**src/hdl/tam_pkg.sv**
```systemverilog
package tam_pkg;
  // System clock and the 10 ms timing base.
  localparam int unsigned CLK_HZ      = 50_000_000;
  localparam int unsigned TICK_MS     = 10;
  localparam int unsigned TICK_CYCLES = CLK_HZ / 1000 * TICK_MS;
  localparam int unsigned TICK_W      = 19;
  // Input counts and field widths.
  localparam int unsigned N_AIN = 4;
  localparam int unsigned N_DIN = 4;
  localparam int unsigned N_CH  = N_AIN + N_DIN;
  localparam int unsigned THR_W = 10;
  localparam int unsigned VAL_W = 8;
  localparam int unsigned REP_W = 10;
  localparam int unsigned ID_W  = 8;
  localparam int unsigned SRC_W = 3;
  // Fixed rate of the master's secondary port.
  localparam int unsigned SEC_BAUD  = 19200;
  localparam int unsigned SEC_DIV_W = 12;
  localparam logic [SEC_DIV_W-1:0] SEC_DIV =
    SEC_DIV_W'(CLK_HZ / SEC_BAUD);
  // Reset values.
  localparam logic [ID_W-1:0]  ID_NONE  = 8'h00;
  localparam logic [VAL_W-1:0] VAL_ZERO = 8'h00;
  localparam logic [REP_W-1:0] REP_ZERO = 10'h000;
  localparam logic [REP_W-1:0] REP_ONE  = 10'h001;

  // Station roles.
  typedef enum logic [2:0] {
    TAM_ONE_WAY_MIRROR_MASTER     = 3'b000,
    TAM_ONE_WAY_MIRROR_OUTSTATION = 3'b001,
    TAM_TWO_WAY_MIRROR_MASTER     = 3'b010,
    TAM_TWO_WAY_MIRROR_OUTSTATION = 3'b011,
    TAM_MULTI_OUTSTATION_MASTER   = 3'b100,
    TAM_MULTI_OUTSTATION          = 3'b101,
    TAM_COMBINED_POLLED_MASTER    = 3'b110,
    TAM_COMBINED_OUTSTATION       = 3'b111
  } tam_mode_t;

  // Alarm message sender states.
  typedef enum logic [1:0] {
    TAM_IDLE = 2'b00,
    TAM_SEND = 2'b01,
    TAM_GAP  = 2'b10
  } tam_snd_t;
endpackage

```
**src/hdl/tam_val_if.sv**
```systemverilog
`timescale 1ns/1ps
interface tam_val_if;
  import tam_pkg::*;
  logic                       tick;
  logic [N_CH-1:0]            cond;
  logic [N_CH-1:0][VAL_W-1:0] period;
  logic [N_CH-1:0]            alarm;
  modport src (output tick, output cond, output period, input alarm);
  modport val (input tick, input cond, input period, output alarm);
endinterface

```
**src/hdl/tam_validator.sv**
```systemverilog
`timescale 1ns/1ps
module tam_validator (
  input  wire logic clk_i,   // System clock.
  input  wire logic rst_n_i, // Synchronous reset, active low.
  tam_val_if.val    vif      // Conditions in, validated alarms out.
);
  import tam_pkg::*;

  logic [N_CH-1:0][VAL_W-1:0] cnt_q;
  logic [N_CH-1:0]            alarm_q;

  assign vif.alarm = alarm_q;

  // One persistence counter per input; a period of 0 acts as 1.
  for (genvar i = 0; i < N_CH; i++) begin : g_ch
    always_ff @(posedge clk_i) begin
      if (!rst_n_i) begin
        cnt_q[i]   <= VAL_ZERO;
        alarm_q[i] <= 1'b0;
      end else if (!vif.cond[i]) begin
        cnt_q[i]   <= VAL_ZERO;
        alarm_q[i] <= 1'b0;
      end else if (vif.tick && !alarm_q[i]) begin
        cnt_q[i] <= cnt_q[i] + 8'h01;
        if (cnt_q[i] + 8'h01 >= vif.period[i]) begin
          alarm_q[i] <= 1'b1;
        end
      end
    end

  end
endmodule

```
**src/hdl/tam_monitor.sv**
```systemverilog
`timescale 1ns/1ps
module tam_monitor #(
  parameter int unsigned TICK_CYC = tam_pkg::TICK_CYCLES // Cycles per tick.
) (
  input  wire logic                      clk_i,          // System clock.
  input  wire logic                      rst_n_i,        // Sync reset, low.
  input  wire tam_pkg::tam_mode_t        mode_i,         // Station role.
  input  wire logic [tam_pkg::ID_W-1:0]  station_id_i,   // Own ID.
  input  wire logic                      oneway_i,       // No acknowledge.
  input  wire logic [3:0][9:0]           ain_value_i,    // Converted values.
  input  wire logic [3:0][9:0]           ain_thr_i,      // Thresholds.
  input  wire logic [3:0]                ain_below_i,    // Alarm when below.
  input  wire logic [3:0]                din_i,          // Digital inputs.
  input  wire logic [3:0]                din_en_i,       // Alarm enables.
  input  wire logic [3:0]                din_fall_i,     // High-to-low edge.
  input  wire logic [7:0][7:0]           val_period_i,   // Periods, ticks.
  input  wire logic [9:0]                repeat_i,       // Repeat, ticks.
  input  wire logic [9:0]                retry_i,        // Sends per alarm.
  input  wire logic                      poll_req_i,     // Master poll.
  input  wire logic [tam_pkg::ID_W-1:0]  poll_id_i,      // ID to poll.
  input  wire logic                      rx_valid_i,     // Link frame in.
  input  wire logic                      rx_poll_i,      // Frame is a poll.
  input  wire logic [tam_pkg::ID_W-1:0]  rx_id_i,        // Frame ID.
  input  wire logic [3:0]                rx_din_i,       // Remote inputs.
  input  wire logic                      rx_alarm_i,     // Frame has alarm.
  input  wire logic [7:0]                rx_data_i,      // Frame payload.
  input  wire logic                      rx_data_vld_i,  // Payload is data.
  output logic [7:0]                     alarm_o,        // Valid alarms.
  output logic                           msg_valid_o,    // Alarm message.
  output logic [tam_pkg::SRC_W-1:0]      msg_src_o,      // Alarm input.
  output logic [tam_pkg::ID_W-1:0]       msg_id_o,       // Sender ID.
  output logic                           tx_state_vld_o, // Send inputs.
  output logic [3:0]                     tx_din_o,       // Inputs sent.
  output logic                           poll_vld_o,     // Poll frame.
  output logic [tam_pkg::ID_W-1:0]       poll_id_o,      // Polled ID.
  output logic [3:0]                     dout_o,         // Mirror outputs.
  output logic                           main_vld_o,     // Main port.
  output logic [7:0]                     main_data_o,    // Main data.
  output logic                           sec_vld_o,      // Secondary port.
  output logic [7:0]                     sec_data_o,     // Secondary data.
  output logic [tam_pkg::SEC_DIV_W-1:0]  sec_div_o,      // Baud divider.
  output logic                           tick_o          // 10 ms tick.
);
  import tam_pkg::*;

  localparam logic [TICK_W-1:0] TICK_LAST = TICK_W'(TICK_CYC - 1);
  tam_val_if vif ();
  logic [TICK_W-1:0]          tick_cnt_q;
  logic                       tick_q;
  logic [3:0]                 din_q;
  logic [3:0]                 armed_q;
  logic [3:0]                 ain_cond;
  logic [N_CH-1:0]            alarm_q;
  logic [N_CH-1:0]            rise;
  logic [N_CH-1:0]            rep_hit;
  logic [N_CH-1:0][REP_W-1:0] rep_cnt_q;
  logic [N_CH-1:0]            pend_q;
  logic [N_CH-1:0]            take;
  tam_snd_t                   snd_q;
  logic [SRC_W-1:0]           cur_q;
  logic [REP_W-1:0]           left_q;
  logic [SRC_W-1:0]           pick;
  logic                       any_pend;
  logic                       addressed;

  // Lowest-numbered pending input wins the sender.
  function automatic logic [SRC_W-1:0] first_set(input logic [N_CH-1:0] v);
    logic [SRC_W-1:0] r;
    r = '0;
    for (int k = N_CH - 1; k >= 0; k--) begin
      if (v[k]) begin
        r = SRC_W'(k);
      end
    end
    return r;
  endfunction

  // Single 10 ms tick; a parameter lets simulation shorten it.
  always_ff @(posedge clk_i) begin
    if (!rst_n_i) begin
      tick_cnt_q <= '0;
      tick_q     <= 1'b0;
    end else if (tick_cnt_q == TICK_LAST) begin
      tick_cnt_q <= '0;
      tick_q     <= 1'b1;
    end else begin
      tick_cnt_q <= tick_cnt_q + 19'h0_0001;
      tick_q     <= 1'b0;
    end
  end

  // Analogue conditions; a zero threshold never alarms.
  always_comb begin
    for (int k = 0; k < N_AIN; k++) begin
      ain_cond[k] = (ain_thr_i[k] != 10'h000) &&
        (ain_below_i[k] ? (ain_value_i[k] < ain_thr_i[k])
                        : (ain_value_i[k] > ain_thr_i[k]));
    end
  end

  // Digital conditions are armed by the chosen edge and last while the
  // input stays at its new level, so the edge itself can be validated.
  always_ff @(posedge clk_i) begin
    if (!rst_n_i) begin
      din_q   <= 4'h0;
      armed_q <= 4'h0;
    end else begin
      din_q <= din_i;
      for (int k = 0; k < N_DIN; k++) begin
        if (!din_en_i[k] || (din_i[k] == din_fall_i[k])) begin
          armed_q[k] <= 1'b0;
        end else if (din_q[k] == din_fall_i[k]) begin
          armed_q[k] <= 1'b1;
        end
      end
    end
  end

  assign vif.tick   = tick_q;
  assign vif.cond   = {armed_q, ain_cond};
  assign vif.period = val_period_i;
  tam_validator u_val (
    .clk_i   (clk_i),
    .rst_n_i (rst_n_i),
    .vif     (vif)
  );
  assign rise = vif.alarm & ~alarm_q;
  // Repeat timers run while each alarm holds; zero interval never fires.
  always_ff @(posedge clk_i) begin
    if (!rst_n_i) begin
      alarm_q   <= '0;
      rep_cnt_q <= '0;
    end else begin
      alarm_q <= vif.alarm;
      for (int k = 0; k < N_CH; k++) begin
        if (!vif.alarm[k] || rise[k] || rep_hit[k]) begin
          rep_cnt_q[k] <= REP_ZERO;
        end else if (tick_q) begin
          rep_cnt_q[k] <= rep_cnt_q[k] + REP_ONE;
        end
      end
    end
  end
  // A repeat fires on the tick that completes the interval.
  always_comb begin
    for (int k = 0; k < N_CH; k++) begin
      rep_hit[k] = vif.alarm[k] && !rise[k] && tick_q &&
                   (repeat_i != REP_ZERO) &&
                   (rep_cnt_q[k] + REP_ONE >= repeat_i);
    end
  end

  assign any_pend = |pend_q;
  assign pick     = first_set(pend_q);
  assign take     = (snd_q == TAM_IDLE && any_pend)
                    ? (N_CH'(1) << pick) : '0;

  // Pending flags: a new onset or repeat wins over the sender's clear.
  always_ff @(posedge clk_i) begin
    if (!rst_n_i) begin
      pend_q <= '0;
    end else begin
      pend_q <= (pend_q & ~take) | rise | rep_hit;
    end
  end

  // Sender: one message, then on a one-way link the extra copies one
  // tick apart; a retry count of zero is treated as one send.
  always_ff @(posedge clk_i) begin
    if (!rst_n_i) begin
      snd_q       <= TAM_IDLE;
      cur_q       <= '0;
      left_q      <= REP_ZERO;
      msg_valid_o <= 1'b0;
      msg_src_o   <= '0;
      msg_id_o    <= ID_NONE;
    end else begin
      msg_valid_o <= 1'b0;
      unique case (snd_q)
        TAM_IDLE: begin
          if (any_pend) begin
            cur_q  <= pick;
            left_q <= (oneway_i && retry_i > REP_ONE)
                      ? retry_i : REP_ONE;
            snd_q  <= TAM_SEND;
          end
        end
        TAM_SEND: begin
          msg_valid_o <= 1'b1;
          msg_src_o   <= cur_q;
          msg_id_o    <= station_id_i;
          left_q      <= left_q - REP_ONE;
          snd_q       <= (left_q == REP_ONE) ? TAM_IDLE : TAM_GAP;
        end
        TAM_GAP: begin
          if (tick_q) begin
            snd_q <= TAM_SEND;
          end
        end
        default: begin
          snd_q <= TAM_IDLE;
        end
      endcase
    end
  end

  // An outstation answers only a poll naming its own, non-zero ID.
  assign addressed = rx_valid_i && rx_poll_i &&
                     (rx_id_i == station_id_i) && (rx_id_i != ID_NONE);

  // Mirroring, polling and port routing by station role.
  always_ff @(posedge clk_i) begin
    if (!rst_n_i) begin
      tx_state_vld_o <= 1'b0;
      tx_din_o       <= 4'h0;
      poll_vld_o     <= 1'b0;
      poll_id_o      <= ID_NONE;
      dout_o         <= 4'h0;
      main_vld_o     <= 1'b0;
      main_data_o    <= 8'h00;
      sec_vld_o      <= 1'b0;
      sec_data_o     <= 8'h00;
      sec_div_o      <= SEC_DIV;
      alarm_o        <= 8'h00;
      tick_o         <= 1'b0;
    end else begin
      alarm_o        <= alarm_q;
      tick_o         <= tick_q;
      tx_din_o       <= din_i;
      sec_div_o      <= SEC_DIV;
      tx_state_vld_o <= 1'b0;
      poll_vld_o     <= 1'b0;
      main_vld_o     <= 1'b0;
      sec_vld_o      <= 1'b0;
      unique case (mode_i)
        TAM_ONE_WAY_MIRROR_OUTSTATION: begin
          tx_state_vld_o <= din_i != din_q;
        end
        TAM_TWO_WAY_MIRROR_MASTER, TAM_TWO_WAY_MIRROR_OUTSTATION: begin
          tx_state_vld_o <= din_i != din_q;
          if (rx_valid_i && !rx_poll_i) begin
            dout_o <= rx_din_i;
          end
        end
        TAM_ONE_WAY_MIRROR_MASTER: begin
          if (rx_valid_i && !rx_poll_i) begin
            dout_o <= rx_din_i;
          end
        end
        TAM_MULTI_OUTSTATION, TAM_COMBINED_OUTSTATION: begin
          tx_state_vld_o <= addressed;
        end
        TAM_MULTI_OUTSTATION_MASTER, TAM_COMBINED_POLLED_MASTER: begin
          if (poll_req_i && poll_id_i != ID_NONE) begin
            poll_vld_o <= 1'b1;
            poll_id_o  <= poll_id_i;
          end
          if (rx_valid_i && !rx_poll_i && mode_i[1]) begin
            main_vld_o  <= rx_data_vld_i;
            main_data_o <= rx_data_i;
            sec_vld_o   <= !rx_data_vld_i || rx_alarm_i;
            sec_data_o  <= rx_alarm_i ? rx_data_i : {4'h0, rx_din_i};
          end
        end
      endcase
    end
  end
endmodule

```
**config.mk**
```make
export PLATFORM = sky130hd
export DESIGN_NAME = tam_monitor
export DESIGN_NICKNAME = d
export VERILOG_FILES = /design/src/hdl/tam_pkg.sv /design/src/hdl/tam_val_if.sv /design/src/hdl/tam_validator.sv /design/src/hdl/tam_monitor.sv
export SDC_FILE = /design/constraint.sdc
export NUM_CORES = 1
export LEC_CHECK = 0
export BUFFER_PORTS_ARGS = -buffer_cell sky130_fd_sc_hd__buf_2
export CORE_AREA = 2 2 145 203
export DETAILED_ROUTE_END_ITERATION = 8
export DIE_AREA = 0 0 147 205
export MAX_ROUTING_LAYER = met4
export PLACE_DENSITY_LB_ADDON = 0.3
export SETUP_SLACK_MARGIN = 0.1
export SLEW_MARGIN = 20
export SYNTH_ARGS = -nofsm -noshare
export SYNTH_HDL_FRONTEND = slang
export SYNTH_SLANG_ARGS = --single-unit
```
**constraint.sdc**
```tcl
create_clock -name clk_i -period 4.9 [get_ports clk_i]
set_input_delay 0.49 -clock clk_i [delete_from_list [all_inputs] [get_ports clk_i]]
set_output_delay 0.49 -clock clk_i [all_outputs]
set_load 0.005 [all_outputs]
```
==> results of run 1 <==
metal layers:
| layer | vias up | wire (um) |
|---|---|---|
| li1 | 7475 | - |
| met1 | 6946 | 16270 |
| met2 | 382 | 21130 |
| met3 | 115 | 2105 |
| met4 | 0 | 1661 |
| met5 | - | 0 |
per-stage QoR:
| stage | total power [mW] | hold WS (ps) | instances | cell area (sq um) | setup WS [ps] |
|---|---|---|---|---|---|
| after floorplan | 2.404 | 416.3 | 2003 | 16770 | 1905 |
| after global placement | 2.561 | 437.1 | 2608 | 18430 | 1640 |
| after detailed placement | 2.577 | 440.7 | 2608 | 18430 | 1552 |
| after CTS | 4.694 | 114.8 | 2657 | 19360 | 1525 |
| after global routing | 4.828 | 119.4 | 2657 | 19370 | 1206 |
| final | 4.662 | 130.0 | 2657 | 19370 | 1497 |
logic make-up (layout without fill, tap and decap cells):
group	after synthesis	count (layout)	share of synthesized area
multiplexers	34	34	0.02071
buffers and inverters	205	484	0.04875
AO/OA/AOI/OAI	271	271	0.1092
AND/OR/NAND/NOR	753	753	0.2166
other	2	12	0.0004488
XOR/XNOR	261	261	0.1366
flip-flops	264	264	0.3158
adder cells (fa/ha/maj)	203	203	0.1518
worst max-delay path: cells and delay by family (launching register included):
family	cells	cell delay, ps
adder cells (fa/ha/maj)	2	520
XOR/XNOR	1	150
AO/OA/AOI/OAI	1	750
flip-flops	1	390
AND/OR/NAND/NOR	6	1420
state kept, by name, summed over array words and instances, names as in the netlist, 2 cells and up:
name,flops
alarm_o,8
alarm_q,8
armed_q,4
cur_q,3
dout_o,4
left_q,10
main_data_o,8
msg_id_o,8
msg_src_o,3
pend_q,8
poll_id_o,8
rep_cnt_q,80
sec_data_o,8
snd_q,2
tick_cnt_q,19
tx_din_o,4
u_val.cnt_q,64
u_val.vif.alarm,8
worst paths after layout:
kind / startpoint / endpoint / depth (start not counted)
worst max register to register: rep_cnt_q[10]$_SDFFE_PP0P_ / rep_cnt_q[12]$_SDFFE_PP0P_ / 10
worst min-delay path: din_fall_i[2] / armed_q[2]$_SDFFE_PP0N_ / 2
worst max-delay path: rep_cnt_q[10]$_SDFFE_PP0P_ / rep_cnt_q[12]$_SDFFE_PP0P_ / 10
worst min register to register: sec_data_o[5]$_SDFFE_PN0P_ / sec_data_o[5]$_SDFFE_PN0P_ / 2
cell usage in the layout, fill, tap and decap left out, types with 6 or more instances in the layout:
cell,netlist,final
ha_1,203,203
xor2_1,168,168
conb_1,2,12
nor2b_1,6,6
nor4_1,20,20
clkbuf_16,0,27
nor2_1,186,186
a21boi_0,6,6
o211ai_1,11,11
a2111oi_0,9,9
a21oi_1,83,83
a211oi_1,31,31
and4_1,9,9
mux2i_1,29,29
o21ai_0,36,36
clkinv_2,0,7
and3_1,48,48
or2_2,19,19
buf_2,1,283
nand4_1,48,48
nand3_1,59,59
nand2_1,186,186
nor3_1,106,106
xnor2_1,93,93
inv_1,147,147
or4_1,12,12
and2_1,21,21
or3_1,10,10
a221oi_1,7,7
nand2b_1,17,17
a21o_1,27,27
dfxtp_1,264,263
a311o_1,6,6
a31oi_1,14,14
area by class of cell:
type,count,area share
Timing Repair Buffer,287,0.07466
Sequential cell,264,0.2730
Clock buffer,33,0.03862
Inverter,148,0.02867
Clock inverter,16,0.009623
Multi-Input combinational cell,1534,0.5512
Tap cell,375,0.02422
power by group:
group | switching, mW | leakage, nW | internal (mW) | total [mW]
Sequential | 0.00745 | 2.13 | 2.16 | 2.16
Clock | 0.877 | 0.462 | 1.25 | 2.13
Combinational | 0.206 | 6.47 | 0.163 | 0.369
==> flow_metrics.tcl, run 1 <==
set metrics [dict create \
    status "completed" \
    dp_hpwl_mm 31.35 \
    r2r_slack_ps 1500 \
    io_buffers 283 \
    grt_start_max_net_pins 49 \
    synth_top_area_cell "dfxtp_1" \
    end_kind "flip-flop" \
    clk_latency_ps 560 \
    yosysMostFrequentCell "dfxtp_1" \
    cts_resized 0 \
    synth.distinct_cells 60 \
    timing.max_cap.violations 0 \
    overflow 0 \
    io_pins 296 \
    synth-edff-count 0 \
    yosys_most_used_dff "dfxtp_1" \
    yosysWarnings 0 \
    startpoint_type "flip-flop" \
    holdCritPathClass "in -> reg" \
    fmax_mhz 293.9 \
    cp_max_fo 10 \
    fillers 2352 \
    hold_viol_final 0 \
    met3_usage 0.03497 \
    utilization 0.6842 \
    cts_hold_buf 0 \
    leakage_nw 9.063 \
    worstPathArrival_ps 3770 \
    post-cts-setup-buffer-count 0 \
    grt_pass1_vias 14797 \
    gp_congestion 0.8811 \
    viasPerCell 5.615 \
    start_util 0.5910 \
    syn2layout_area_growth_pct 15.78 \
    cts_sinks 264 \
    synth_area_sq_um 16730 \
    cts-htree-levels 1 \
    cts_buffers 27 \
    seq_area_frac_synth 0.3158 \
    root_buffer "clkbuf_16" \
    clk_pin_slew_worst_paths_ps 60 \
    avgSynthCellArea_sq_um 8.396 \
    drive_gt1_frac 0.1617 \
    ys_seq_elements 264 \
    seqCellArea_sq_um 5289 \
    routed_wl_mm 41.16 \
    multi_input_area_sq_um 10680 \
    grt_first_pass_wirelength_mm 66.51 \
    grt_setup_unrepaired "no" \
    grt_use_total 0.2715 \
    cts_tree "done" \
    core_sq_um 28310 \
    tightest_slew_ps 1058 \
    power_density_nw_per_um2 240.6 \
    fin_worst_skew_ps 31.40 \
    finalMaxSlewViolations 0 \
    core.rowCount 73 \
    cpPeakStageDelay_ps 750 \
    die_height_um 205 \
    path_class "reg -> reg" \
    routedWlPerCell_um 15.49 \
    async_flop_share 0 \
    drc 0 \
    fin_nets 2692 \
    worstPathRequired_ps 5270 \
    fin_crit_ps 3403 \
    vias 14918 \
    peakVddDrop_v 0.0002832 \
    fin_crit_sh 0.6944 \
    cpMaxStageDelayCell "a31oi_1" \
    gr-usage-met2 0.5060 \
    busiest_layer "met2" \
    dr.pass1.iters 5 \
    drt_iter0_drc 566 \
    worstPathCellList "ha_1, and3_1, and3_1, nand3_1, xnor2_1, ha_1, nand4_1, or4_1, a31oi_1, nor3_1" \
    met1_usage 0.2885 \
    yosys-top-cells-count "264 x dfxtp_1, 203 x ha_1, 186 x nand2_1, 186 x nor2_1, 168 x xor2_1" \
    ant_nets 0 \
    fp.dieW_um 147 \
    antenna_found_initial 0 \
    finalSetupViolations 0 \
    num_antenna_cells 0 \
    design.die.area_sq_um 30140 \
    clockBufferDepth 3 \
    synthCells 1993 \
    synth.area.top_cells "dfxtp_1 32%, ha_1 15%, xor2_1 8.8%" \
    finalSetupTns_ps 0 \
    slew_headroom 0.2949 \
    synth_top_area_frac 0.3158 \
]
No activity file was read; power rests on OpenSTA's default activity.
==> inputs of run 2 (changes only) <==
CORE_AREA = 2 2 155 218   (was 2 2 145 203)
DIE_AREA = 0 0 157 220   (was 0 0 147 205)
clock period = 2.8 ns   (was 4.9 ns; I/O delays follow)
==> run 2 against run 1 <==
First-iteration DRC count increased by 12%. Largest cell class unchanged. Maximum frequency increased by 26%. Total power is 80% higher. Register-to-register slack lost 1400 ps. Flip-flop and latch count did not move. Worst hold slack got worse by 78 ps. The run now ends with DRC left. Worst setup slack worse by 1400 ps.
==> flow_metrics.tcl, run 2 (synthesized netlist as in run 1, its figures left out) <==
set metrics [dict create \
    status "finished, violations left" \
    violations "DRC" \
    crit_buf_inv 1 \
    largest_reg_flops 80 \
    clk_latency_ps 570 \
    leakage_nw 9.589 \
    drive_gt1_frac 0.2077 \
    grt_start_max_net_pins 46 \
    layout_common_cells "283 x buf_2, 245 x dfxtp_1, 199 x ha_1" \
    syn2layout_area_growth_pct 25.12 \
    clk_pin_slew_worst_paths_ps 60 \
    hold_viol_final 0 \
    cpMaxStageDelayCell "or4_4" \
    start_util 0.5115 \
    timing.max_cap.violations 0 \
    regMostFlops "rep_cnt_q" \
    vias 15352 \
    fillers 2750 \
    drt_iter0_drc 634 \
    fmax_mhz 370.8 \
    worstPathCellList "ha_4, and3_4, and3_4, buf_6, xor2_2, ha_1, nand4_1, or4_4, a31oi_4, nor3_1" \
    cpPeakStageDelay_ps 600 \
    core.rowCount 79 \
    power_density_nw_per_um2 401.4 \
    drc 1 \
    seqCellArea_sq_um 5326 \
    design.die.area_sq_um 34540 \
    dr.pass1.iters 7 \
    worstPathArrival_ps 3110 \
    cts-htree-levels 1 \
    cp_common_cell "and3_4" \
    mostFrequentLayoutCell "buf_2" \
    overflow 0 \
    antenna_found_initial 3 \
    fin_crit_sh 0.9632 \
    finalSetupViolations 0 \
    worstReg2RegStart "rep_cnt_q[11]$_SDFFE_PP0P_" \
    fin_crit_ps 2697 \
    worstPathRequired_ps 3220 \
    grt_setup_unrepaired "yes" \
    finalMaxSlewViolations 0 \
    startpoint_type "flip-flop" \
    reg2reg_to "rep_cnt_q[11]$_SDFFE_PP0P_" \
    dpl.cell_count 2714 \
    path_class "reg -> reg" \
    routed_wl_mm 43.53 \
    largest_registers "rep_cnt_q: 80 flops, u_val.cnt_q: 64 flops, tick_cnt_q: 19 flops" \
    viasPerCell 5.423 \
    cts_tree "done" \
    gp_congestion 0.8681 \
    ant_nets 0 \
    clockBufferDepth 3 \
    cts_buffers 28 \
    dp_hpwl_mm 31.80 \
    grt_first_pass_wirelength_mm 68.09 \
    finalNonFillerCells 2831 \
    grt_pass1_vias 15154 \
    holdCritPathClass "in -> reg" \
    peakVddDrop_v 0.0004160 \
    endpoint "rep_cnt_q[11]$_SDFFE_PP0P_" \
    routedWlPerCell_um 15.38 \
    hold_ws_ps 52.20 \
    root_buffer "clkbuf_16" \
    cts_sinks 264 \
    end_kind "flip-flop" \
    critical_path_depth 10 \
    cp_max_fo 5 \
    slew_headroom 0.5235 \
    crit_family "simple AND/OR/NAND/NOR gates" \
    io_buffers 283 \
    fin_nets 2793 \
    crit_start "rep_cnt_q[11]$_SDFFE_PP0P_" \
    ff2ff_path_depth 10 \
    multi_input_area_sq_um 11100 \
    fin_worst_skew_ps 31.66 \
    core_sq_um 32720 \
    tightest_slew_ps 709.3 \
    r2r_slack_ps 100 \
    grt_use_total 0.2459 \
    fp.dieW_um 157 \
    die_height_um 220 \
    io_pins 296 \
]
==> run 2: cell types whose count changed in the layout (fill, tap and decap cells not counted), moves of 7 or more <==
cell	change
dlygate4sd3_1	+49
buf_4	+39
dfxtp_1	-18
and3_1	-17
and3_4	+14
dfxtp_2	+12
nor3_1	-11
nor3_2	+9
a31oi_1	-7
a31oi_4	+7
==> run 2: worst min-delay path by stage <==
stage / from / to / slack [ps] / cells past startpoint
2_1_floorplan: din_i[0] / armed_q[0]$_SDFFE_PP0N_ / 370 / 1
3_3_place_gp: msg_id_o[7]$_SDFFE_PN0P_ / msg_id_o[7]$_SDFFE_PN0P_ / 440 / 2
3_5_place_dp: main_data_o[6]$_SDFFE_PN0P_ / main_data_o[6]$_SDFFE_PN0P_ / 440 / 2
4_1_cts: retry_i[6] / left_q[6]$_SDFFE_PN0P_ / 20 / 3
5_1_grt: retry_i[6] / left_q[6]$_SDFFE_PN0P_ / 40 / 3
6_report: retry_i[6] / left_q[6]$_SDFFE_PN0P_ / 50 / 3
==> run 2: worst min-delay path, stage by stage <==
cell and delay (ps):
buf_2 100, a21oi_1 60, a21oi_1 140
==> run 2: what timing repair did <==
item,in CTS,in global routing
hold buffers,49,0
resized for setup,22,68
cloned,1,2
hold endpoints to repair,50,0
pin swaps,9,34
setup endpoints to repair,74,85
buffers inserted,6,6
==> run 2: per-stage QoR <==
stage	setup WS (ps)	instance area, sq um	power, mW	setup TNS, ps	utilization
floorplan	103.0	16870	4.207	0	-
global placement	45.69	18880	4.498	0	0.5771
detailed placement	-68.45	18880	4.521	-2409	0.5771
CTS	68.26	20540	8.487	0	0.6278
global route	-62.84	20940	8.719	-62.84	0.6399
finish	103.0	20940	8.404	0	0.6399
==> run 2: report_power, final <==
part	internal, mW	switching [mW]
sequential	3.77	0.0130
clock	2.35	1.55
combinational	0.334	0.381
==> run 2: final cells by class <==
type	instances	area share
Multi-Input combinational cell	1536	0.5304
Timing Repair Buffer	385	0.1146
Tap cell	445	0.02659
Clock inverter	9	0.007052
Antenna cell	3	0.0003586
Sequential cell	264	0.2544
Inverter	148	0.02653
Clock buffer	41	0.04010
==> run 2: per-layer routing <==
metal / vias up / wire length [um] / track usage
met4: 0 / 1600 / 0.09939
li1: 7700 / - / -
met5: - / 0 / -
met1: 7188 / 17160 / 0.2565
met2: 362 / 22690 / 0.4607
met3: 102 / 2079 / 0.03402
